`src/hw/gpio_ports_defines.svh`:
```
// register map, field constants and access timing for the general-purpose ports
`ifndef GPIO_PORTS_DEFINES_SVH
`define GPIO_PORTS_DEFINES_SVH

// byte offsets of the register words
`define OFS_OUT_DATA     6'h00
`define OFS_OUT_ASSIGN   6'h04
`define OFS_BIDIR_DATA   6'h08
`define OFS_BIDIR_DIR    6'h0c
`define OFS_BIDIR_ASSIGN 6'h10
`define OFS_BUS_DATA     6'h14
`define OFS_BUS_DIR      6'h18
`define OFS_BUS_ASSIGN   6'h1c
`define OFS_IRQ_DATA     6'h20
`define OFS_IRQ_DIR      6'h24
`define OFS_IRQ_ASSIGN   6'h28
`define OFS_IRQ_PENDING  6'h2c

// access lengths in clock cycles
`define SLOW_ACCESS_CYC  2'h3
`define FAST_ACCESS_CYC  2'h2

// implemented bits of the last bidirectional group
`define LAST_GROUP_MASK  8'hfc
// implemented bits of the bus-side port
`define BUS_PORT_MASK    5'h1f
`define UNMAPPED_DATA    32'h0000_0000

`endif

```
`src/hw/gpio_ports_pkg.sv`:
```
// types shared by the general-purpose port block
package gpio_ports_pkg;
    typedef enum logic [2:0] {
        ACC_IDLE = 3'b001,
        ACC_WAIT = 3'b010,
        ACC_DONE = 3'b100
    } access_state_e;
endpackage

```
`src/hw/bus_pin_general_io_ports.sv`:
```
// general-purpose ports on bus and interrupt pins, behind an Avalon-MM slave
//
// Contract
// spare bus pins usable as general I/O
// two output-only groups share data/assign
// output and bidir accesses take three cycles
// four bidir groups; last has bits 2..7
// five-pin bus-side port, two-cycle access
// seven interrupt pins form one I/O port
// asserted pin requests interrupt at its level
// interrupt-shared port accesses take two cycles
// assign bit selects I/O; dir gates driver
//
// Added by the designer: the placing of the registers and the Avalon-MM interface to the registers.
`timescale 1ns/100ps
`include "gpio_ports_defines.svh"
module bus_pin_general_io_ports
    import gpio_ports_pkg::*;
(
    input  wire logic        core_clk_i,
    input  wire logic        rst_i,
    input  wire logic        clk_en_i,
    input  wire logic [5:0]  avs_address_i,
    input  wire logic        avs_read_i,
    input  wire logic        avs_write_i,
    input  wire logic [31:0] avs_writedata_i,
    input  wire logic [3:0]  avs_byteenable_i,
    output logic      [31:0] avs_readdata_o,
    output logic             avs_waitrequest_o,
    output logic      [7:0]  first_output_group_pins_o,
    output logic      [7:0]  second_output_group_pins_o,
    input  wire logic [31:0] bidir_group_pins_i,
    output logic      [31:0] bidir_group_pins_o,
    output logic      [31:0] bidir_group_pins_oe_o,
    input  wire logic [31:0] bidir_prim_out_i,
    input  wire logic [31:0] bidir_prim_oe_i,
    input  wire logic [4:0]  bus_side_io_pins_i,
    output logic      [4:0]  bus_side_io_pins_o,
    output logic      [4:0]  bus_side_io_pins_oe_o,
    input  wire logic [4:0]  bus_prim_out_i,
    input  wire logic [4:0]  bus_prim_oe_i,
    input  wire logic [6:0]  interrupt_shared_io_pins_i,
    output logic      [6:0]  interrupt_shared_io_pins_o,
    output logic      [6:0]  interrupt_shared_io_pins_oe_o,
    output logic      [6:0]  irq_level_req_o
);
    // -------------------------------------------------------------
    // access timing
    // -------------------------------------------------------------
    access_state_e state_q;
    logic [1:0]    cnt_q;
    logic [1:0]    need_cyc;
    logic          req;
    logic          last;
    logic          wr_go;
    logic          rd_go;

    assign req = avs_read_i || avs_write_i;

    always_comb begin
        case (avs_address_i)
            `OFS_BUS_DATA, `OFS_BUS_DIR, `OFS_BUS_ASSIGN: need_cyc = `FAST_ACCESS_CYC;
            `OFS_IRQ_DATA, `OFS_IRQ_DIR, `OFS_IRQ_ASSIGN,
            `OFS_IRQ_PENDING: need_cyc = `FAST_ACCESS_CYC;
            default: need_cyc = `SLOW_ACCESS_CYC;
        endcase
    end

    // request completes on the cycle the counter reaches its target
    assign last  = (state_q == ACC_WAIT) && (cnt_q == need_cyc - 2'h1);
    assign wr_go = clk_en_i && last && avs_write_i;
    assign rd_go = clk_en_i && last && avs_read_i;
    // held high while frozen, so no completion is seen that does not land
    assign avs_waitrequest_o = !(last && clk_en_i);

    always_ff @(posedge core_clk_i or posedge rst_i) begin
        if (rst_i) begin
            state_q <= ACC_IDLE;
            cnt_q   <= 2'h0;
        end else if (clk_en_i) begin
            case (state_q)
                ACC_IDLE: begin
                    if (req) begin
                        state_q <= ACC_WAIT;
                        cnt_q   <= 2'h1;
                    end
                end
                ACC_WAIT: begin
                    if (last) begin
                        state_q <= ACC_DONE;
                    end else begin
                        cnt_q <= cnt_q + 2'h1;
                    end
                end
                ACC_DONE: begin
                    state_q <= ACC_IDLE;
                    cnt_q   <= 2'h0;
                end
                default: begin
                    state_q <= ACC_IDLE;
                    cnt_q   <= 2'h0;
                end
            endcase
        end
    end

    // -------------------------------------------------------------
    // output-only groups
    // -------------------------------------------------------------
    logic [15:0] out_data_q;
    logic [15:0] out_assign_q;
    logic [15:0] out_prim;
    logic [15:0] out_wmask;

    assign out_prim  = 16'h0000;
    assign out_wmask = {{8{avs_byteenable_i[1]}}, {8{avs_byteenable_i[0]}}};

    always_ff @(posedge core_clk_i or posedge rst_i) begin
        if (rst_i) begin
            out_data_q <= 16'h0000;
        end else if (wr_go && avs_address_i == `OFS_OUT_DATA) begin
            out_data_q <= (out_data_q & ~out_wmask) | (avs_writedata_i[15:0] & out_wmask);
        end
    end

    always_ff @(posedge core_clk_i or posedge rst_i) begin
        if (rst_i) begin
            out_assign_q <= 16'h0000;
        end else if (wr_go && avs_address_i == `OFS_OUT_ASSIGN) begin
            out_assign_q <= (out_assign_q & ~out_wmask) | (avs_writedata_i[15:0] & out_wmask);
        end
    end

    // primary bus function drives low when not reassigned
    always_comb begin
        first_output_group_pins_o  = out_assign_q[7:0] & out_data_q[7:0]
                                   | ~out_assign_q[7:0] & out_prim[7:0];
        second_output_group_pins_o = out_assign_q[15:8] & out_data_q[15:8]
                                   | ~out_assign_q[15:8] & out_prim[15:8];
    end

    // -------------------------------------------------------------
    // pin slices: four bidir groups, bus port, interrupt port
    // -------------------------------------------------------------
    logic [31:0] bd_data;
    logic [31:0] bd_dir;
    logic [31:0] bd_asg;
    logic [31:0] bd_lvl;
    logic [31:0] bd_wdata;
    logic [31:0] bd_out_raw;
    logic [31:0] bd_oe_raw;
    logic [31:0] impl_mask;

    assign impl_mask = {`LAST_GROUP_MASK, 24'hff_ffff};
    assign bd_wdata  = avs_writedata_i & impl_mask;
    assign bidir_group_pins_o    = bd_out_raw & impl_mask;
    assign bidir_group_pins_oe_o = bd_oe_raw & impl_mask;

    genvar g;
    generate
        for (g = 0; g < 4; g++) begin : g_bidir
            io_pin_slice #(.WIDTH(8)) u_slice (
                .core_clk_i  (core_clk_i),
                .rst_i       (rst_i),
                .clk_en_i    (clk_en_i),
                .wr_data_i   (wr_go && avs_address_i == `OFS_BIDIR_DATA && avs_byteenable_i[g]),
                .wr_dir_i    (wr_go && avs_address_i == `OFS_BIDIR_DIR && avs_byteenable_i[g]),
                .wr_assign_i (wr_go && avs_address_i == `OFS_BIDIR_ASSIGN
                              && avs_byteenable_i[g]),
                .wdata_i     (bd_wdata[g*8 +: 8]),
                .pin_in_i    (bidir_group_pins_i[g*8 +: 8]),
                .prim_out_i  (bidir_prim_out_i[g*8 +: 8]),
                .prim_oe_i   (bidir_prim_oe_i[g*8 +: 8]),
                .data_o      (bd_data[g*8 +: 8]),
                .dir_o       (bd_dir[g*8 +: 8]),
                .assign_o    (bd_asg[g*8 +: 8]),
                .pin_level_o (bd_lvl[g*8 +: 8]),
                .pin_out_o   (bd_out_raw[g*8 +: 8]),
                .pin_oe_o    (bd_oe_raw[g*8 +: 8])
            );
        end
    endgenerate

    logic [4:0] bs_data;
    logic [4:0] bs_dir;
    logic [4:0] bs_asg;
    logic [4:0] bs_lvl;

    io_pin_slice #(.WIDTH(5)) u_bus_side (
        .core_clk_i  (core_clk_i),
        .rst_i       (rst_i),
        .clk_en_i    (clk_en_i),
        .wr_data_i   (wr_go && avs_address_i == `OFS_BUS_DATA && avs_byteenable_i[0]),
        .wr_dir_i    (wr_go && avs_address_i == `OFS_BUS_DIR && avs_byteenable_i[0]),
        .wr_assign_i (wr_go && avs_address_i == `OFS_BUS_ASSIGN && avs_byteenable_i[0]),
        .wdata_i     (avs_writedata_i[4:0] & `BUS_PORT_MASK),
        .pin_in_i    (bus_side_io_pins_i),
        .prim_out_i  (bus_prim_out_i),
        .prim_oe_i   (bus_prim_oe_i),
        .data_o      (bs_data),
        .dir_o       (bs_dir),
        .assign_o    (bs_asg),
        .pin_level_o (bs_lvl),
        .pin_out_o   (bus_side_io_pins_o),
        .pin_oe_o    (bus_side_io_pins_oe_o)
    );

    logic [6:0] iq_data;
    logic [6:0] iq_dir;
    logic [6:0] iq_asg;
    logic [6:0] iq_lvl;

    // interrupt role is input only: no primary driver
    io_pin_slice #(.WIDTH(7)) u_irq_port (
        .core_clk_i  (core_clk_i),
        .rst_i       (rst_i),
        .clk_en_i    (clk_en_i),
        .wr_data_i   (wr_go && avs_address_i == `OFS_IRQ_DATA && avs_byteenable_i[0]),
        .wr_dir_i    (wr_go && avs_address_i == `OFS_IRQ_DIR && avs_byteenable_i[0]),
        .wr_assign_i (wr_go && avs_address_i == `OFS_IRQ_ASSIGN && avs_byteenable_i[0]),
        .wdata_i     (avs_writedata_i[6:0]),
        .pin_in_i    (interrupt_shared_io_pins_i),
        .prim_out_i  (7'h00),
        .prim_oe_i   (7'h00),
        .data_o      (iq_data),
        .dir_o       (iq_dir),
        .assign_o    (iq_asg),
        .pin_level_o (iq_lvl),
        .pin_out_o   (interrupt_shared_io_pins_o),
        .pin_oe_o    (interrupt_shared_io_pins_oe_o)
    );

    // request at level i while pin i is in interrupt role and asserted
    always_ff @(posedge core_clk_i or posedge rst_i) begin
        if (rst_i) begin
            irq_level_req_o <= 7'h00;
        end else if (clk_en_i) begin
            irq_level_req_o <= interrupt_shared_io_pins_i & ~iq_asg;
        end
    end

    // -------------------------------------------------------------
    // read data
    // -------------------------------------------------------------
    logic [31:0] rd_mux;

    always_comb begin
        case (avs_address_i)
            `OFS_OUT_DATA:     rd_mux = {16'h0000, out_data_q};
            `OFS_OUT_ASSIGN:   rd_mux = {16'h0000, out_assign_q};
            `OFS_BIDIR_DATA:   rd_mux = bd_lvl & impl_mask;
            `OFS_BIDIR_DIR:    rd_mux = bd_dir & impl_mask;
            `OFS_BIDIR_ASSIGN: rd_mux = bd_asg & impl_mask;
            `OFS_BUS_DATA:     rd_mux = {27'h0, bs_lvl};
            `OFS_BUS_DIR:      rd_mux = {27'h0, bs_dir};
            `OFS_BUS_ASSIGN:   rd_mux = {27'h0, bs_asg};
            `OFS_IRQ_DATA:     rd_mux = {25'h0, iq_lvl};
            `OFS_IRQ_DIR:      rd_mux = {25'h0, iq_dir};
            `OFS_IRQ_ASSIGN:   rd_mux = {25'h0, iq_asg};
            `OFS_IRQ_PENDING:  rd_mux = {25'h0, irq_level_req_o};
            default:           rd_mux = `UNMAPPED_DATA;
        endcase
    end

    always_ff @(posedge core_clk_i or posedge rst_i) begin
        if (rst_i) begin
            avs_readdata_o <= 32'h0000_0000;
        end else if (clk_en_i && req && state_q == ACC_IDLE) begin
            avs_readdata_o <= rd_mux;
        end
    end

    logic unused_ok;
    assign unused_ok = &{bs_data, iq_data, rd_go};
endmodule

```
`src/hw/io_pin_slice.sv`:
```
// one group of general-purpose pins: data, direction and pin assignment
`timescale 1ns/100ps
module io_pin_slice #(
    parameter int WIDTH = 8
) (
    input  wire logic             core_clk_i,
    input  wire logic             rst_i,
    input  wire logic             clk_en_i,
    input  wire logic             wr_data_i,
    input  wire logic             wr_dir_i,
    input  wire logic             wr_assign_i,
    input  wire logic [WIDTH-1:0] wdata_i,
    input  wire logic [WIDTH-1:0] pin_in_i,
    input  wire logic [WIDTH-1:0] prim_out_i,
    input  wire logic [WIDTH-1:0] prim_oe_i,
    output logic      [WIDTH-1:0] data_o,
    output logic      [WIDTH-1:0] dir_o,
    output logic      [WIDTH-1:0] assign_o,
    output logic      [WIDTH-1:0] pin_level_o,
    output logic      [WIDTH-1:0] pin_out_o,
    output logic      [WIDTH-1:0] pin_oe_o
);
    logic [WIDTH-1:0] data_q;
    logic [WIDTH-1:0] dir_q;
    logic [WIDTH-1:0] assign_q;

    always_ff @(posedge core_clk_i or posedge rst_i) begin
        if (rst_i) begin
            data_q <= '0;
        end else if (clk_en_i && wr_data_i) begin
            data_q <= wdata_i;
        end
    end

    always_ff @(posedge core_clk_i or posedge rst_i) begin
        if (rst_i) begin
            dir_q <= '0;
        end else if (clk_en_i && wr_dir_i) begin
            dir_q <= wdata_i;
        end
    end

    // assign bit high selects general-purpose use
    always_ff @(posedge core_clk_i or posedge rst_i) begin
        if (rst_i) begin
            assign_q <= '0;
        end else if (clk_en_i && wr_assign_i) begin
            assign_q <= wdata_i;
        end
    end

    always_comb begin
        for (int i = 0; i < WIDTH; i++) begin
            pin_out_o[i]   = assign_q[i] ? data_q[i] : prim_out_i[i];
            pin_oe_o[i]    = assign_q[i] ? dir_q[i] : prim_oe_i[i];
            pin_level_o[i] = (assign_q[i] && dir_q[i]) ? data_q[i] : pin_in_i[i];
        end
    end

    assign data_o   = data_q;
    assign dir_o    = dir_q;
    assign assign_o = assign_q;
endmodule

```
`config.mk`:
```
export PLATFORM = sky130hd
export DESIGN_NAME = bus_pin_general_io_ports
export DESIGN_NICKNAME = d
export VERILOG_FILES = /design/src/hw/gpio_ports_pkg.sv /design/src/hw/bus_pin_general_io_ports.sv /design/src/hw/io_pin_slice.sv
export VERILOG_INCLUDE_DIRS = /design/src /design/src/hw
export SDC_FILE = /design/constraint.sdc
export NUM_CORES = 1
export LEC_CHECK = 0
export BUFFER_PORTS_ARGS = -buffer_cell sky130_fd_sc_hd__buf_2
export CORE_MARGIN = 3
export CORE_UTILIZATION = 50
export DETAILED_ROUTE_END_ITERATION = 10
export PLACE_DENSITY = 0.74
export SLEW_MARGIN = 20
export SYNTH_ARGS = -nofsm -noshare
export SYNTH_HDL_FRONTEND = slang
export SYNTH_HIERARCHICAL = 1
export SYNTH_SLANG_ARGS = --single-unit
```
`constraint.sdc`:
```
create_clock -name core_clk_i -period 2.75 [get_ports core_clk_i]
set_input_delay 0.55 -clock core_clk_i [delete_from_list [all_inputs] [get_ports core_clk_i]]
set_output_delay 0.55 -clock core_clk_i [all_outputs]
set_load 0.02 [all_outputs]
```
; Word-level counts from Yosys, hierarchy flattened
; Index checks and enable logic that the tools add are counted.
[totals]
output_inout_bits = 144
regBits = 202
input_bits = 165
[classes]
bitwise = 10
reduce_logical = 100
mux = 134
add_sub_neg = 2
eq_ne = 17
[ops]
columns = operator, count
row1 = case mux 32 bit (12 select lines), 1
row2 = two-way mux 1 bit, 127
row3 = logical AND 1 bit, 94
row4 = AND 16 bit, 3
row5 = OR 16 bit, 2
row6 = == test 6 x 5 -> 1 bit (second input constant), 4
row7 = == test 6 bit (second input constant), 4
row8 = AND 8 bit, 2
row9 = NOT 16 bit, 1
row10 = == test 6 x 4 -> 1 bit (second input constant), 2
row11 = AND 7 bit, 1
row12 = NOT 7 bit, 1
row13 = OR reduction 7 bit, 1
row14 = == test 6 x 3 -> 1 bit (second input constant), 1
row15 = zero test 6 bit, 1
row16 = two-way mux 3 bit, 2
row17 = != test 2 bit (second input constant), 3
row18 = case mux 3 bit (2 select lines), 1
row19 = AND reduction 3 bit, 2
row20 = two-way mux 2 bit, 2
row21 = case mux 2 bit (2 select lines), 1
row22 = == test 3 x 1 -> 1 bit (second input constant), 1
row23 = == test 3 x 2 -> 1 bit (second input constant), 1
row24 = adder 2 x 1 -> 2 bit (second input constant), 1
row25 = 4 further kinds, 4

; Logic depth before layout (Yosys ltp)
[depth]
depth_word = 11
mapped_depth = 10
mapped_depth_nobuf = 7

; Cells and area by module
; The synthesis kept the hierarchy.
[by_module_without_submodules]
columns = module, area_each_um2, cells_each, seq_area_each_um2, n_inst
row1 = io_pin_slice (g_bidir[0].u_slice ...), 1173.6, 92, 600.6, 4
row2 = bus_pin_general_io_ports, 4371.7, 446, 1853.0, 1
row3 = io_pin_slice (u_irq_port), 1029.7, 81, 525.5, 1
row4 = io_pin_slice (u_bus_side), 734.5, 59, 375.4, 1

; Worst setup path after synthesis
; No wires, ideal clock.
[synth_path]
path_kind = input-to-reg
from = input avs_address_i[5]
to = register g_bidir[2].u_slice.data_q[0]
setup_ns = 0.125
stages = 9
t_arrival_ns = 2.437
required_ns = 2.625
path_slack_ns = 0.188
path_buffers = 2
path_cell_list = and2b_1 buf_4 a21oi_4 or3_1 buf_4 a2111oi_0 and2_1 nand2_2 mux2_2
[synth_via]
elab_chain_len = 11
elab_cells_between_ends = 18
[synth_rtl]
columns = element, line
row1 = start: declaration, bus_pin_general_io_ports.sv:23  ; input wire logic [5:0] avs_address_i,
row2 = == test 6 x 5 -> 1 bit / == test 6 bit (equally long branches), bus_pin_general_io_ports.sv:61  ; case (avs_address_i)
row3 = OR reduction 7 bit (no line), n/a
row4 = two-way mux 1 bit, bus_pin_general_io_ports.sv:61
row5 = subtractor 2 x 1 -> 2 bit, bus_pin_general_io_ports.sv:70  ; assign last = (state_q == ACC_WAIT) && (cnt_q == need_cyc - 2'h1);
row6 = == test 2 bit, bus_pin_general_io_ports.sv:70
row7 = logical AND 1 bit, bus_pin_general_io_ports.sv:70
row8 = logical AND 1 bit (2 in a row), bus_pin_general_io_ports.sv:71  ; assign wr_go = clk_en_i && last && avs_write_i;
row9 = logical AND 1 bit (no line) *, n/a
row10 = logical AND 1 bit *, bus_pin_general_io_ports.sv:166  ; .wr_data_i (wr_go && avs_address_i == `OFS_BIDIR_DATA && avs_byteenable_i[g]),
row11 = logical AND 1 bit *, io_pin_slice.sv:30  ; end else if (clk_en_i && wr_data_i) begin
row12 = end signal: assignment, io_pin_slice.sv:31  ; data_q <= wdata_i;
row13 = end: declaration, io_pin_slice.sv:23  ; logic [WIDTH-1:0] data_q;
; Mark *: on every way between the ends. The rest lies on a longest branch, timed or not.
; A chain may end at the register's enable or synchronous reset.

; Worst setup path in the final report
[layout_path]
from = register cnt_q[1]
to = output avs_waitrequest_o
[layout_via]
elab_chain_len = 4
[layout_rtl]
columns = element, line
row1 = start: declaration, bus_pin_general_io_ports.sv:51  ; logic [1:0] cnt_q;
row2 = start signal: assignment, bus_pin_general_io_ports.sv:92  ; cnt_q <= cnt_q + 2'h1;
row3 = == test 2 bit, bus_pin_general_io_ports.sv:70
row4 = logical AND 1 bit, bus_pin_general_io_ports.sv:70
row5 = logical AND 1 bit, bus_pin_general_io_ports.sv:74  ; assign avs_waitrequest_o = !(last && clk_en_i);
row6 = zero test 1 bit, bus_pin_general_io_ports.sv:74
row7 = end: declaration, bus_pin_general_io_ports.sv:29  ; output logic avs_waitrequest_o,
; Every way passes these cells.

==> parameters.txt <==
Parameter                              Value

Die
  Number of placed I/O pins    309
  Core Area    0.0205 mm²
  Die Span X    151 µm
  Overall die area    0.0229 mm²
  Rows    52
  Die extent in y    151 µm
  Initial Util    slightly above 50%

Final layout
  Fill count    1708
  Most common library cell in the layout ignoring fill and taps    sky130_fd_sc_hd__buf_2
  Synth-to-Final Area Change    25.8%
  Area of all placed cells without fillers    0.0133 mm²
  Area of combinational cells with multiple inputs    0.00522 mm²
  Final non-filler cell total    1562
  Area occupied by registers    0.00501 mm²
  Layout cell share with drive strength beyond 1    50.0%
  Layout net count    1443
  Commonest non-fill, non-tap cells in the layout    sky130_fd_sc_hd__buf_2 (294), sky130_fd_sc_hd__mux2_2 (241), sky130_fd_sc_hd__dfrtp_1 (199)

Logic synthesis
  Area of the mapped netlist    0.0105 mm²
  Count of warnings emitted by yosys    6
  Average size of a mapped cell    11.3 µm²
  Number of standard cells after synthesis    932

Global routing
  Global-route total usage across every layer    26.3%
  Total congestion overflow after global routing    0
  Largest net degree at the start of global routing    around 50
  Wire length of the first global-routing pass    46400 µm
  Via count of the first global-routing pass    8658
  Initial antenna violation count    2

Clock tree
  Worst-Skew Late Latency    ~0.43 ns
  Depth of the CTS H-tree    4
  Number of buffers on the longest clock path    2
  TritonCTS clock tree    built
  Count of buffers added by post-CTS timing repair for setup    0
  Number of hold-repair buffers added at the cts stage    0
  Clock transition at the register clock pins on the worst setup and hold paths after CTS    0.08 ns
  Library cell used as clock root buffer    sky130_fd_sc_hd__clkbuf_16
  Clock sink count    200
  Cells resized by post-CTS repair    0
  Num CTS Buffers    17

Timing
  Count of final setup violators    0
  Slew of the pin with the lowest slew margin    0.900 ns
  Fin Hold WS    0.232 ns
  Fmax    393 MHz
  Smallest setup slack after layout    just over 0.2 ns
  Hold violation count in the final report    0
  Remaining max-slew budget at the tightest pin    39.9%
  Final Cycle Share    92.5%
  Count of final max-slew check failures    0
  Final critical-path required period    2.54 ns
  Max Clock Skew    roughly 0.011 ns
  Setup repair after global routing missed its margin    no

Detailed routing
  Post-detailed-routing wire length    30700 µm
  Number of nets with antenna violations after detailed routing    0
  DR DRC count    0
  Avg Vias per Cell    5.67
  Mean routed wirelength per cell    between 15 and 20 µm
  First DRT Iteration DRCs    697
  Vias after detailed routing    8853
  Drt first pass iters    5

Placed design
  Cell area reported after detailed placement    around 0.013 mm²
  Placed cells    roughly 1500
  Last weighted congestion value of the routability-driven placer    about 0.88
  IO Port Bufs    294
  Minimum setup slack after placement    -0.0597 ns
  DP HPWL    23000 µm

Critical path
  Maximum fanout along the worst path    7
  Series of cell instances along the critical path    nand2b_1 -> or3_1 -> buf_4 -> nand2_1 -> nand3_1 -> buf_2
  Worst EP required    2.20 ns
  Worst Setup Start Kind    flip-flop
  Worst Setup End Kind    output pin
  Max incr delay on CP    0.43 ns
  Crit path max-delay cell type    sky130_fd_sc_hd__or3_1
  WP data arrival    between 1.5 and 2 ns
  Critical path class    flip-flop to output pin

Power
  Power per cell area    about 480 mW/mm²
  Highest ir drop seen on vdd    ~0.46 mV
  Static Leak    0.00678 µW
  Total power consumption of the routed design    between 6000 and 7000 µW

Outcome
  Status    complete, no violations

Min path
  Hold WC Path Type    input port to asynchronous set/reset pin

Job
  Number of maximum-capacitance constraint violations    0
[area by class of cell]
type / count / share of cell area [%]
Tap cell: 270 / 2.55
Antenna cell: 1 / 0.0189
Sequential cell: 200 / 37.7
Timing Repair Buffer: 345 / 14.3
Multi-Input combinational cell: 650 / 39.3
Clock buffer: 19 / 3.26
Inverter: 64 / 1.82
Clock inverter: 13 / 1.04
[path summary, 6_finish.rpt]
check / from / to / slack [ns] / depth (start not counted)
worst max register to register: cnt_q[1] / g_bidir[3].u_slice/data_o[5] / 0.36 / 7
worst max-delay path: cnt_q[1] / avs_waitrequest_o / 0.21 / 6
worst min-delay path: rst_i / asynchronous set/reset pin / 0.23 / 2
min in group core_clk_i: interrupt_shared_io_pins_i[3] / irq_level_req_o[3] / 0.37 / 3
worst min register to register: avs_readdata_o[28] / avs_readdata_o[28] / 0.48 / 2
max in group asynchronous: rst_i / g_bidir[2].u_slice/dir_o[2] / 1.79 / 2
[layer usage]
metal	vias up	global-route usage [%]	part of all wire, %
met5	-	0	0
met4	0	7.98	2.2
met3	50	4.67	7.7
met2	387	44.1	49
met1	4322	34.8	41
li1	4094	-	-
[where the power goes]
| group | switching [µW] | internal [µW] | leakage (µW) | total (µW) |
|---|---|---|---|---|
| combinational | 584 | 346 | 0.00373 | 930 |
| clock | 1210 | 1210 | 0.000275 | 2420 |
| sequential | 66.2 | 3000 | 0.00277 | 3070 |
[critical path: cells and delay by family, from the launching register on]
family,cells,cell delay [ns]
buffers and inverters,2,0.39
DFF,1,0.41
and+or+nand+nor,4,0.76
[metrics by stage]
stage,util [%],setup TNS [ns]
6_report,64.7,0
5_1_grt,64.7,0
4_1_cts,64.7,0
3_5_place_dp,61.9,-0.952
3_3_place_gp,61.9,-1.12
2_1_floorplan,-,0
No activity file was read; power rests on OpenSTA's default activity.
